--- src/verilog/sacs_regs.vh ---
// How it works
// RL1 - Resolution selectable as 8, 10 or 12 bits.
// RL2 - Discharge all capacitors before sampling.
// RL3 - Acquire input, then switch all to ground.
// RL4 - MSB trial: top capacitor to reference.
// RL5 - Keep capacitor on bit one, else ground.
// RL6 - Repeat trials down to the last bit.
// RL7 - Conversion takes acquisition plus N+1 cycles.
// RL8 - Requests spaced to stay under 600 ksps.
// RL9 - Calibrate at power-up and after samples.
// RL10 - Code steps equal reference over two-to-n.
// RL11 - Pad is digital only while enable high.
// RL12 - Digital pad level shown on its output.
// RL13 - Latch result and pulse done once.
// RL14 - Ignore requests while busy; report busy.
`ifndef SACS_REGS_VH
`define SACS_REGS_VH
`define SACS_CLK_HZ 50000000
`define SACS_MAX_SPS 600000
`define SACS_MIN_GAP ((`SACS_CLK_HZ + `SACS_MAX_SPS - 1) / `SACS_MAX_SPS)
`define SACS_DISCH_CYC 4'h2
`define SACS_ACQ_CYC 8'h10
`define SACS_CAL_PWRUP_CYC 8'h20
`define SACS_CAL_DYN_CYC 8'h02
`define SACS_RES_8 2'h0
`define SACS_RES_10 2'h1
`define SACS_RES_12 2'h2
`define SACS_NBITS 12
`define SACS_NPADS 10
`define SACS_FIFO_DEPTH 16
`endif

--- src/verilog/sacs_fifo.v ---
`timescale 1ns/1ps
`default_nettype none
module sacs_fifo #(
  parameter WIDTH = 12,
  parameter DEPTH = 16,
  parameter AW = 4
) (
  input wire mclk, // Clock.
  input wire rst_n, // Synchronous reset, active low.
  input wire [WIDTH-1:0] in_data, // Write data.
  input wire in_valid, // Write request.
  output wire in_ready, // Not full.
  output wire [WIDTH-1:0] out_data, // Head word.
  output wire out_valid, // Not empty.
  input wire out_ready // Reader takes head.
);
  reg [WIDTH-1:0] mem [0:DEPTH-1];
  reg [AW:0] wp_q;
  reg [AW:0] rp_q;
  wire wr = in_valid && in_ready;
  wire rd = out_valid && out_ready;
  assign in_ready = (wp_q - rp_q) != DEPTH[AW:0];
  assign out_valid = wp_q != rp_q;
  assign out_data = mem[rp_q[AW-1:0]];
  always @(posedge mclk) begin
    if (wr) begin
      mem[wp_q[AW-1:0]] <= in_data;
    end
    if (!rst_n) begin
      wp_q <= {(AW+1){1'b0}};
      rp_q <= {(AW+1){1'b0}};
    end else begin
      if (wr) begin
        wp_q <= wp_q + 1'b1;
      end
      if (rd) begin
        rp_q <= rp_q + 1'b1;
      end
    end
  end
endmodule // sacs_fifo
`default_nettype wire

--- src/verilog/sacs_sequencer.v ---
`timescale 1ns/1ps
`default_nettype none
`include "sacs_regs.vh"
module sacs_sequencer (
  input wire mclk, // 50 MHz converter clock.
  input wire rst_n, // Synchronous reset, active low.
  input wire start, // Conversion request, one cycle.
  input wire [1:0] res_sel, // 0: 8 bits, 1: 10 bits, 2: 12 bits.
  input wire comp_out, // Comparator, high when input above trial.
  input wire [`SACS_NPADS-1:0] pad_digital_input_enable, // Per quad enable.
  input wire [`SACS_NPADS-1:0] voltage_monitor_pad, // Pad levels.
  input wire [`SACS_NPADS-1:0] current_monitor_pad, // Pad levels.
  input wire [`SACS_NPADS-1:0] temperature_monitor_pad, // Pad levels.
  input wire res_ready, // Fabric takes a result.
  output reg cap_discharge, // Discharge all array capacitors.
  output reg cap_sample, // Input to all capacitors.
  output reg [`SACS_NBITS-1:0] cap_to_ref, // Capacitor to reference, else ground.
  output reg cal_active, // Calibration running.
  output reg busy, // Conversion or calibration in progress.
  output reg done, // Result latched, one cycle.
  output reg [`SACS_NBITS-1:0] result, // Last result, right aligned.
  output reg [`SACS_NBITS-1:0] res_data, // FIFO head.
  output reg res_valid, // FIFO head valid.
  output reg [`SACS_NPADS-1:0] pad_digital_level_out_v, // Voltage pad levels.
  output reg [`SACS_NPADS-1:0] pad_digital_level_out_c, // Current pad levels.
  output reg [`SACS_NPADS-1:0] pad_digital_level_out_t // Temperature pad levels.
);
  // ---------------------------------------------------------------
  // Constants and helpers
  // ---------------------------------------------------------------
  localparam S_CAL = 3'h0;
  localparam S_IDLE = 3'h1;
  localparam S_DISCH = 3'h2;
  localparam S_ACQ = 3'h3;
  localparam S_HOLD = 3'h4;
  localparam S_TRIAL = 3'h5;
  localparam S_DONE = 3'h6;
  localparam S_DCAL = 3'h7;
  // The spacing count is worked out as a 32-bit integer; only 16 bits are kept.
  localparam [31:0] MIN_GAP_W = `SACS_MIN_GAP;
  localparam [15:0] MIN_GAP = MIN_GAP_W[15:0];

  // One-hot capacitor select: bit k is the capacitor of weight 2^k.
  function [`SACS_NBITS-1:0] onehot;
    input [3:0] k;
    begin
      onehot = {{(`SACS_NBITS-1){1'b0}}, 1'b1} << k;
    end
  endfunction

  // Filtered pad level: enabled pads take agreed levels and hold otherwise.
  function [`SACS_NPADS-1:0] pad_next;
    input [`SACS_NPADS-1:0] en;
    input [`SACS_NPADS-1:0] ok;
    input [`SACS_NPADS-1:0] lvl;
    input [`SACS_NPADS-1:0] held;
    begin
      pad_next = en & ((ok & lvl) | (~ok & held));
    end
  endfunction

  // Reserved selection code falls back to full width.
  function [3:0] nbits;
    input [1:0] sel;
    begin
      case (sel)
        `SACS_RES_8: nbits = 4'h8;
        `SACS_RES_10: nbits = 4'ha;
        default: nbits = 4'hc;
      endcase
    end
  endfunction

  // ---------------------------------------------------------------
  // Conversion sequencer
  // ---------------------------------------------------------------
  reg [2:0] st_q;
  reg [7:0] cnt_q;
  reg [3:0] bit_q;
  reg [3:0] nb_q;
  reg [15:0] gap_q;
  reg [`SACS_NBITS-1:0] sar_q;
  reg push_q;
  wire fifo_in_ready;
  wire [`SACS_NBITS-1:0] fifo_out_data;
  wire fifo_out_valid;
  // Besides the spacing count, the start gate blocks starts while the FIFO is full, so no
  // result is ever dropped; the fabric stalls conversions by not reading.
  wire can_start = (gap_q == 16'h0) && fifo_in_ready; // RL8
  // Trial value: bits decided so far plus the bit under test.
  wire [`SACS_NBITS-1:0] trial = sar_q | onehot(bit_q);

  always @(posedge mclk) begin
    if (!rst_n) begin
      st_q <= S_CAL;
      cnt_q <= `SACS_CAL_PWRUP_CYC;
      bit_q <= 4'h0;
      nb_q <= 4'hc;
      gap_q <= 16'h0;
      sar_q <= {`SACS_NBITS{1'b0}};
      push_q <= 1'b0;
      cap_discharge <= 1'b0;
      cap_sample <= 1'b0;
      cap_to_ref <= {`SACS_NBITS{1'b0}};
      cal_active <= 1'b1;
      busy <= 1'b1;
      done <= 1'b0;
      result <= {`SACS_NBITS{1'b0}};
    end else begin
      done <= 1'b0;
      push_q <= 1'b0;
      if (gap_q != 16'h0) begin
        gap_q <= gap_q - 16'h1;
      end
      case (st_q)
        S_CAL: begin
          cal_active <= 1'b1; // RL9
          if (cnt_q == 8'h0) begin
            cal_active <= 1'b0;
            busy <= 1'b0;
            st_q <= S_IDLE;
          end else begin
            cnt_q <= cnt_q - 8'h1;
          end
        end
        S_IDLE: begin
          // Requests while busy never reach this state, so they are dropped.
          if (start && can_start) begin // RL14
            busy <= 1'b1;
            gap_q <= MIN_GAP - 16'h1; // RL8
            nb_q <= nbits(res_sel); // RL1
            sar_q <= {`SACS_NBITS{1'b0}};
            cap_to_ref <= {`SACS_NBITS{1'b0}};
            cap_discharge <= 1'b1; // RL2
            cnt_q <= {4'h0, `SACS_DISCH_CYC} - 8'h1;
            st_q <= S_DISCH;
          end
        end
        S_DISCH: begin
          if (cnt_q == 8'h0) begin
            cap_discharge <= 1'b0;
            cap_sample <= 1'b1; // RL3
            cnt_q <= `SACS_ACQ_CYC - 8'h1;
            st_q <= S_ACQ;
          end else begin
            cnt_q <= cnt_q - 8'h1;
          end
        end
        S_ACQ: begin
          if (cnt_q == 8'h0) begin
            // All capacitors to ground: the negated input faces the comparator.
            cap_sample <= 1'b0; // RL3
            st_q <= S_HOLD;
          end else begin
            cnt_q <= cnt_q - 8'h1;
          end
        end
        S_HOLD: begin
          // Top capacitor of the selected width goes to reference first.
          bit_q <= nb_q - 4'h1; // RL4
          cap_to_ref <= onehot(nb_q - 4'h1); // RL4
          st_q <= S_TRIAL;
        end
        S_TRIAL: begin
          // The hold cycle plus N trials give N+1 cycles after acquisition.
          if (comp_out) begin // RL5
            sar_q <= trial;
          end
          if (bit_q == 4'h0) begin // RL6
            st_q <= S_DONE;
            cap_to_ref <= comp_out ? trial : sar_q; // RL7
          end else begin
            bit_q <= bit_q - 4'h1; // RL6
            cap_to_ref <= (comp_out ? trial : sar_q) | onehot(bit_q - 4'h1); // RL5
          end
        end
        S_DONE: begin
          // Code is LSB-weighted: one step equals reference over 2^n.
          result <= sar_q; // RL10
          done <= 1'b1; // RL13
          push_q <= 1'b1;
          cap_to_ref <= {`SACS_NBITS{1'b0}};
          cal_active <= 1'b1; // RL9
          cnt_q <= `SACS_CAL_DYN_CYC - 8'h1;
          st_q <= S_DCAL;
        end
        S_DCAL: begin
          if (cnt_q == 8'h0) begin
            cal_active <= 1'b0;
            busy <= 1'b0; // RL14
            st_q <= S_IDLE;
          end else begin
            cnt_q <= cnt_q - 8'h1;
          end
        end
        default: begin
          st_q <= S_IDLE;
          busy <= 1'b0;
        end
      endcase
    end
  end

  // ---------------------------------------------------------------
  // Result buffer
  // ---------------------------------------------------------------
  sacs_fifo #(
    .WIDTH(`SACS_NBITS),
    .DEPTH(`SACS_FIFO_DEPTH),
    .AW(4)
  ) u_fifo (
    .mclk(mclk),
    .rst_n(rst_n),
    .in_data(result),
    .in_valid(push_q),
    .in_ready(fifo_in_ready),
    .out_data(fifo_out_data),
    .out_valid(fifo_out_valid),
    .out_ready(res_ready && res_valid)
  );

  // Registered view of the head; one cycle behind after each pop.
  always @(posedge mclk) begin
    if (!rst_n) begin
      res_data <= {`SACS_NBITS{1'b0}};
      res_valid <= 1'b0;
    end else begin
      res_data <= fifo_out_data;
      res_valid <= fifo_out_valid && !(res_ready && res_valid);
    end
  end

  // ---------------------------------------------------------------
  // Direct digital pad inputs
  // ---------------------------------------------------------------
  // Three stages; a level counts once the last two agree. Pads toggle
  // at 10 MHz at most, so the 50 MHz sampling keeps every edge.
  reg [3*`SACS_NPADS-1:0] p1_q;
  reg [3*`SACS_NPADS-1:0] p2_q;
  reg [3*`SACS_NPADS-1:0] p3_q;
  wire [3*`SACS_NPADS-1:0] pads = {temperature_monitor_pad, current_monitor_pad,
                                   voltage_monitor_pad};
  wire [3*`SACS_NPADS-1:0] agree = ~(p2_q ^ p3_q);
  wire [3*`SACS_NPADS-1:0] en3 = {3{pad_digital_input_enable}};
  always @(posedge mclk) begin
    if (!rst_n) begin
      p1_q <= {(3*`SACS_NPADS){1'b0}};
      p2_q <= {(3*`SACS_NPADS){1'b0}};
      p3_q <= {(3*`SACS_NPADS){1'b0}};
      pad_digital_level_out_v <= {`SACS_NPADS{1'b0}};
      pad_digital_level_out_c <= {`SACS_NPADS{1'b0}};
      pad_digital_level_out_t <= {`SACS_NPADS{1'b0}};
    end else begin
      p1_q <= pads;
      p2_q <= p1_q;
      p3_q <= p2_q;
      // Disabled pads read low; agreed levels update, others hold.
      pad_digital_level_out_v <= pad_next(en3[9:0], agree[9:0], p3_q[9:0],
                                          pad_digital_level_out_v); // RL11
      pad_digital_level_out_c <= pad_next(en3[19:10], agree[19:10], p3_q[19:10],
                                          pad_digital_level_out_c); // RL12
      pad_digital_level_out_t <= pad_next(en3[29:20], agree[29:20], p3_q[29:20],
                                          pad_digital_level_out_t); // RL12
    end
  end
endmodule // sacs_sequencer
`default_nettype wire

--- config.mk ---
export PLATFORM = sky130hd
export DESIGN_NAME = sacs_sequencer
export DESIGN_NICKNAME = d
export VERILOG_FILES = /design/src/verilog/sacs_fifo.v /design/src/verilog/sacs_sequencer.v
export VERILOG_INCLUDE_DIRS = /design/src /design/src/verilog
export SDC_FILE = /design/constraint.sdc
export NUM_CORES = 1
export LEC_CHECK = 0
export BUFFER_PORTS_ARGS = -buffer_cell sky130_fd_sc_hd__buf_2
export CAP_MARGIN = 10
export CORE_UTILIZATION = 25
export DETAILED_ROUTE_END_ITERATION = 10
export GPL_TIMING_DRIVEN = 0
export PLACE_DENSITY = 0.46
export SYNTH_ARGS = -nofsm -noshare
export SYNTH_HDL_FRONTEND = slang
export SYNTH_SLANG_ARGS = --single-unit
--- constraint.sdc ---
create_clock -name mclk -period 3.4 [get_ports mclk]
set_input_delay 0.51 -clock mclk [delete_from_list [all_inputs] [get_ports mclk]]
set_output_delay 0.51 -clock mclk [all_outputs]
set_load 0.05 [all_outputs]
Word level (Yosys, flattened, before mapping)
Memories as Yosys holds them, arrays and structs flattened. A register that Yosys moved wholly into a read port is not among the register bits.
Cells that the tools add are included.
Word-level totals
  memories: 1
  output and inout port bits: 72
  bits in latches: 0
  bits of input ports: 47
  memory bits (writable): 192
  word-level logic and storage cells: 136
  flip-flop bits (word level): 207
  ROM bits: 0
Memories
  u_fifo.mem: depth 16, bits a word 12, rd ports 1, clocked after Yosys merged registers in 1, write ports 1, line sacs_fifo.v:17  | reg [WIDTH-1:0] mem [0:DEPTH-1];
Cells by class
  multiplexer cells: 32
  reductions and logical operators: 34
  divide/modulo/power cells: 0
  bitwise logic cells: 19
  shifts and indexed selects: 3
  $mul: 0
  eq/ne operators: 18
  order comparisons: 0
  add/sub/neg operators: 7
Operators by type and width (count)
  AND 10 bit: 9
  2-to-1 mux 16 bit: 3
  one-hot mux 12 bit (4 select lines): 1
  2-to-1 mux 12 bit: 3
  left shift 1 x 4 -> 12 bit, first input constant: 3
  one-hot mux 8 bit (4 select lines): 1
  inverter 10 bit: 3
  inverter 30 bit: 1
  OR 10 bit: 3
  bitwise XOR 30 bit: 1
  2-to-1 mux 8 bit: 3
  OR 12 bit: 2
  one-hot mux 12 bit (2 select lines): 1
  one-hot mux 3 bit (7 select lines): 1
  logical NOT 16 bit: 1
  nonzero test 16 bit: 1
  subtractor 16 x 1 -> 16 bit, second input constant: 1
  2-to-1 mux 3 bit: 5
  inequality test 2 bit, second input constant: 7
  equality test 3 bit, second input constant: 4
  AND reduction 3 bit: 4
  adder 5 x 1 -> 5 bit, second input constant: 2
  AND reduction 2 bit: 5
  nonzero test 2 bit: 5
  26 further kinds: 43

Logic depth before layout (Yosys ltp)
  depth in word-level cells: 6
  mapped depth: 12
  gate-level depth less buffers: 9

Cells and area by module
From an unflattened synthesis, not the netlist that was laid out.
Unflattened totals
  cells, all modules: 1181
  area total of the unflattened synthesis: 15538.7 sq um
By module, submodules not included
  sacs_fifo: instances 1, area an instance 8042.7 sq um, seq. area each 6045.8 sq um, cells an instance 368
  sacs_sequencer: instances 1, area an instance 7495.9 sq um, seq. area each 4144.0 sq um, cells an instance 813

Least setup slack after synthesis
No wires, ideal clock.
  path type: register to register
  start point: register u_fifo.rp_q[1]
  end point: memory u_fifo.mem[0][0], enable pin
  required time: 3.004 ns
  setup slack: -0.222 ns
  clock period less this slack: 3.622 ns
  arrival: 3.226 ns
  library setup time: 0.396 ns
  buffers on the path: 2
  cell stages (with the launch flop): 12
  cell sequence: dfxtp_1 -> clkbuf_1 -> clkbuf_1 -> inv_1 -> ha_1 -> nor2b_1 -> o211ai_1 -> a2111oi_4 -> o21a_1 -> nor2_1 -> nand2_1 -> nor3_1
On the way
  word-level cells in the longest chain between the ends: 5
Ends and longest elaborated chain
  start, declared: line sacs_fifo.v:19  | reg [AW:0] rp_q;
  start signal, assigned: line sacs_fifo.v:31  | rp_q <= {(AW+1){1'b0}};
  start signal, assigned: line sacs_fifo.v:37  | rp_q <= rp_q + 1'b1;
  subtractor 5 bit: line sacs_fifo.v:22  | assign in_ready = (wp_q - rp_q) != DEPTH[AW:0];
  inequality test 5 bit: line sacs_fifo.v:22
  logical AND 1 bit: line sacs_fifo.v:20  | wire wr = in_valid && in_ready;
  2-to-1 mux 1 bit: line sacs_fifo.v:26  | if (wr) begin
  2-to-1 mux 1 bit (not written as such): line sacs_fifo.v:27  | mem[wp_q[AW-1:0]] <= in_data;
  end, declared: line sacs_fifo.v:17
No other way between the ends.

Worst setup path after layout
  start point: register u_fifo.rp_q[2]
  end point: register cap_to_ref[10]
On the way
  word-level cells in the longest chain between the ends: 6
Ends and longest elaborated chain
  subtractor 5 bit: line sacs_fifo.v:22
  inequality test 5 bit: line sacs_fifo.v:22
  logical AND 1 bit: line sacs_sequencer.v:89  | wire can_start = (gap_q == 16'h0) && fifo_in_ready;
  logical AND 1 bit: line sacs_sequencer.v:128  | if (start && can_start) begin
  inequality test 2 bit (no source line)
  AND reduction 2 bit (no source line)
  end signal, assigned: line sacs_sequencer.v:104  | cap_to_ref <= {`SACS_NBITS{1'b0}};
  end signal, assigned: line sacs_sequencer.v:133  | cap_to_ref <= {`SACS_NBITS{1'b0}};
  end signal, assigned: line sacs_sequencer.v:161  | cap_to_ref <= onehot(nb_q - 4'h1);
  end, declared: line sacs_sequencer.v:17  | output reg [`SACS_NBITS-1:0] cap_to_ref,
No other way between the ends.
A chain may end at the register's enable or synchronous reset.

==> impl_metrics.ini <==
[status]
outcome = completed

[pwr]
peakVddDrop_v = 0.000315
p_clk_share_pct = 43.6
swShare_pct = 24.6
pwr-share-seq_pct = 47.5
p_per_area_nw_per_um2 = 596
power.leakage_nw = 6.72
intPower_w = 0.00858
p_comb_share_pct = 8.9
power.switching_w = 0.00279

[sta]
skew_ps = 15.4
grt_setup_unrepaired = no
timing.final.crit_share_pct = 93.2
fmax_ghz = 0.316
finalHoldViolations = 0
max-slew-margin-rel_pct = 29.7
maxSlewViolCount = 0
setup_viol = 0
final.min_clock_period_ps = 3170
tightest_slew_ps = 1060

[clock_tree]
numCtsBuffers = 46
clk_latency_ps = 580
cts.htree.levels = 2
cts.sink_count = 409
ctsHoldBuffers = 0
clkSlewWorstSetupHoldPaths_ps = 60
cts_root_buffer = clkbuf_16
cts_tree = yes
clock_path_buffers = 3

[route]
ant_nets = 0
drt-wirelength-per-cell_um = 18.6
finalWirelength_um = 40700
drc = 0
drt_iter0_markers = 590
dr.pass1.iters = 7
routed_via_density = 4.49
via_count = 9797

[global_routing]
grt_use_met1_pct = 17.2
grt_pass1_vias = 9868
met3_usage_pct = 2.37
gr-usage-all-layers_pct = 13.0
grt_pass1_wl_um = 61300
busiest_layer = met2
overflow = 0
met2_usage_pct = 21.6
grt_max_degree = 19
antenna_found_initial = 2

[critical_path]
slowest_stage = dfxtp_2
required_ps = 3890
crit_path_start_kind = flop
r2r_start = u_fifo.rp_q[2]
cp_cell_sequence = buf_6 -> inv_1 -> ha_1 -> nor2b_1 -> a221oi_1 -> xor2_1 -> o21ai_4 -> a211oi_4 -> clkbuf_4 -> o21ai_0 -> a21oi_1
end_kind = flop
crit-reg2reg-capture = cap_to_ref[10]
crit_path_max_incr_delay_ps = 470
r2r_cells = 11
arrival_ps = 3660
r2r_setup_slack_ps = 230
critical_path.max_fanout = 10
crit_type = reg -> reg

[hold_path]
hold_depth = 2
holdCritPathClass = in -> reg
hp-start = temperature_monitor_pad[4]
hold_end = p1_q[24]

[yosys]
synth-adder-area-share_pct = 1.79
synth_mux_area_share_pct = 8.97
seq_area_frac_synth_pct = 65.7
avgSynthCellArea_um2 = 13.2
synth_edf_count = 192
ys_warn_count = 0
async_reset_ff_share_pct = 0
ys_ff_latch = 409
synth_top_family_by_area = simple AND/OR/NAND/NOR gates
syn_inst = 1168
syn_nets = 1237
synth_xor_area_share_pct = 1.37
syn_area_um2 = 15400
synth_cell_types = 64
synth-main-ff-cell = dfxtp_1
synth_compound_area_share_pct = 8.09
synthSimpleGateAreaFrac_pct = 12.1

[place]
port_buffers = 118
place_inst = 2076
dp_hpwl_um = 27600
gp_congestion = 0.843

[floorplanning]
start_util_pct = 25.4
die_w_um = 250
coreArea_um2 = 60600
die-area_um2 = 62600
die_y_um = 250
row_count = 90
num_io_pins = 119

[final_layout]
nNetsFinal = 1431
final_cell_mix = 216 x dfxtp_1, 192 x edfxtp_1, 123 x buf_2, 110 x nand2_1, 105 x and2_1
instances_no_fill = 2182
synthToLayoutAreaGrowth_pct = 23.8
drive_gt1_share_pct = 23.2
utilization_pct = 31.5
final_common_cell = dfxtp_1

[run]
max_cap_viol_count = 0
[critical path: cells and delay by family (launching register included)]
kind	cells	cell delay, ps
compound gates	5	1130
xor+xnor	1	400
fa+ha+maj	1	360
buf+inv	3	570
flops	1	470
simple gates	1	160
[what timing repair did]
| item | CTS | global route |
|---|---|---|
| setup endpoints to repair | 239 | 211 |
| resized for setup | 24 | 13 |
| pin swaps | 16 | 3 |
| buffers inserted | 19 | 2 |
[logic make-up after synthesis]
kind of cell,count (synthesis)
AND/OR/NAND/NOR,367
buffers and inverters,76
AO/OA/AOI/OAI,207
flip-flops,409
XOR/XNOR,24
adder cells (fa/ha/maj),22
multiplexers,63
[per-layer routing]
| metal | wire length [um] | vias up |
|---|---|---|
| met4 | 774 | 0 |
| li1 | - | 4643 |
| met2 | 19800 | 211 |
| met3 | 1910 | 58 |
| met1 | 18200 | 4885 |
| met5 | 0 | - |
[cell type report]
| cell class | instances | area (um^2) |
|---|---|---|
| fillers | 6063 | 41500 |
| flip-flops and latches | 409 | 10100 |
| multi-input cells | 683 | 5160 |
| clock buffers | 64 | 1280 |
| well taps | 782 | 978 |
| repair buffers | 147 | 973 |
| plain buffers | 55 | 246 |
| clock inverters | 21 | 231 |
| inverters | 20 | 76.3 |
| diodes | 1 | 2.50 |
[flip-flops by register name, indices dropped and copies added (netlist names), 2 cells and up]
signal and cells:
cnt_q 8, st_q 3, bit_q 4, cap_to_ref 12, pad_digital_level_out_t 10, p2_q 30, res_data 12, u_fifo.wp_q 5
nb_q 2, p1_q 30, u_fifo.rp_q 5, sar_q 12, pad_digital_level_out_c 10, pad_digital_level_out_v 10, result 12, p3_q 30
gap_q 16, u_fifo.mem 192
[through the flow]
stage | TNS, ps | total power [W] | hold slack [ps] | setup slack [ps] | cell area (um^2)
floorplan | 0 | 0.00625 | 412 | 95.3 | 15400
global placement | -262330 | 0.00650 | 416 | -1430 | 17000
detailed placement | -183560 | 0.00651 | 419 | -1040 | 17200
CTS | 0 | 0.0115 | 84.5 | 19.0 | 19000
global route | 0 | 0.0119 | 101 | 3.12 | 19100
finish | 0 | 0.0114 | 129 | 231 | 19100
[cell usage after synthesis, drive strengths merged, types with 19 or more instances]
library cell	number	area [um^2]
mux4	60	1350
clkbuf	46	174
nand2	113	424
and2	106	666
ha	22	275
nor2	75	284
dfxtp	217	4340
inv	19	71.3
a21oi	84	420
edfxtp	192	5770
o21ai	65	329
[worst max-delay path by stage]
stage,from,slack [ps],endpoint,cells after the start
final,u_fifo.rp_q[2],230,cap_to_ref[10],11
after detailed placement,u_fifo.rp_q[1],-1040,u_fifo.mem[15][2],10
after floorplan,u_fifo.rp_q[1],100,u_fifo.mem[12][0],11
after global placement,u_fifo.rp_q[2],-1430,u_fifo.mem[8][2],9
after global routing,u_fifo.rp_q[1],3,cap_to_ref[8],12
after CTS,u_fifo.rp_q[1],20,u_fifo.mem[3][7],11
[power by group through the flow]
| stage | Clock, W | Sequential, W | Combinational, W |
|---|---|---|---|
| final | 0.00496 | 0.00540 | 0.00101 |
| after global routing | 0.00530 | 0.00543 | 0.00116 |
| after CTS | 0.00511 | 0.00540 | 0.00101 |
| after detailed placement | 0 | 0.00551 | 0.00100 |
| after global placement | 0 | 0.00550 | 0.00100 |
| after floorplan | 0 | 0.00550 | 0.000749 |
No activity file was read; power rests on OpenSTA's default activity.
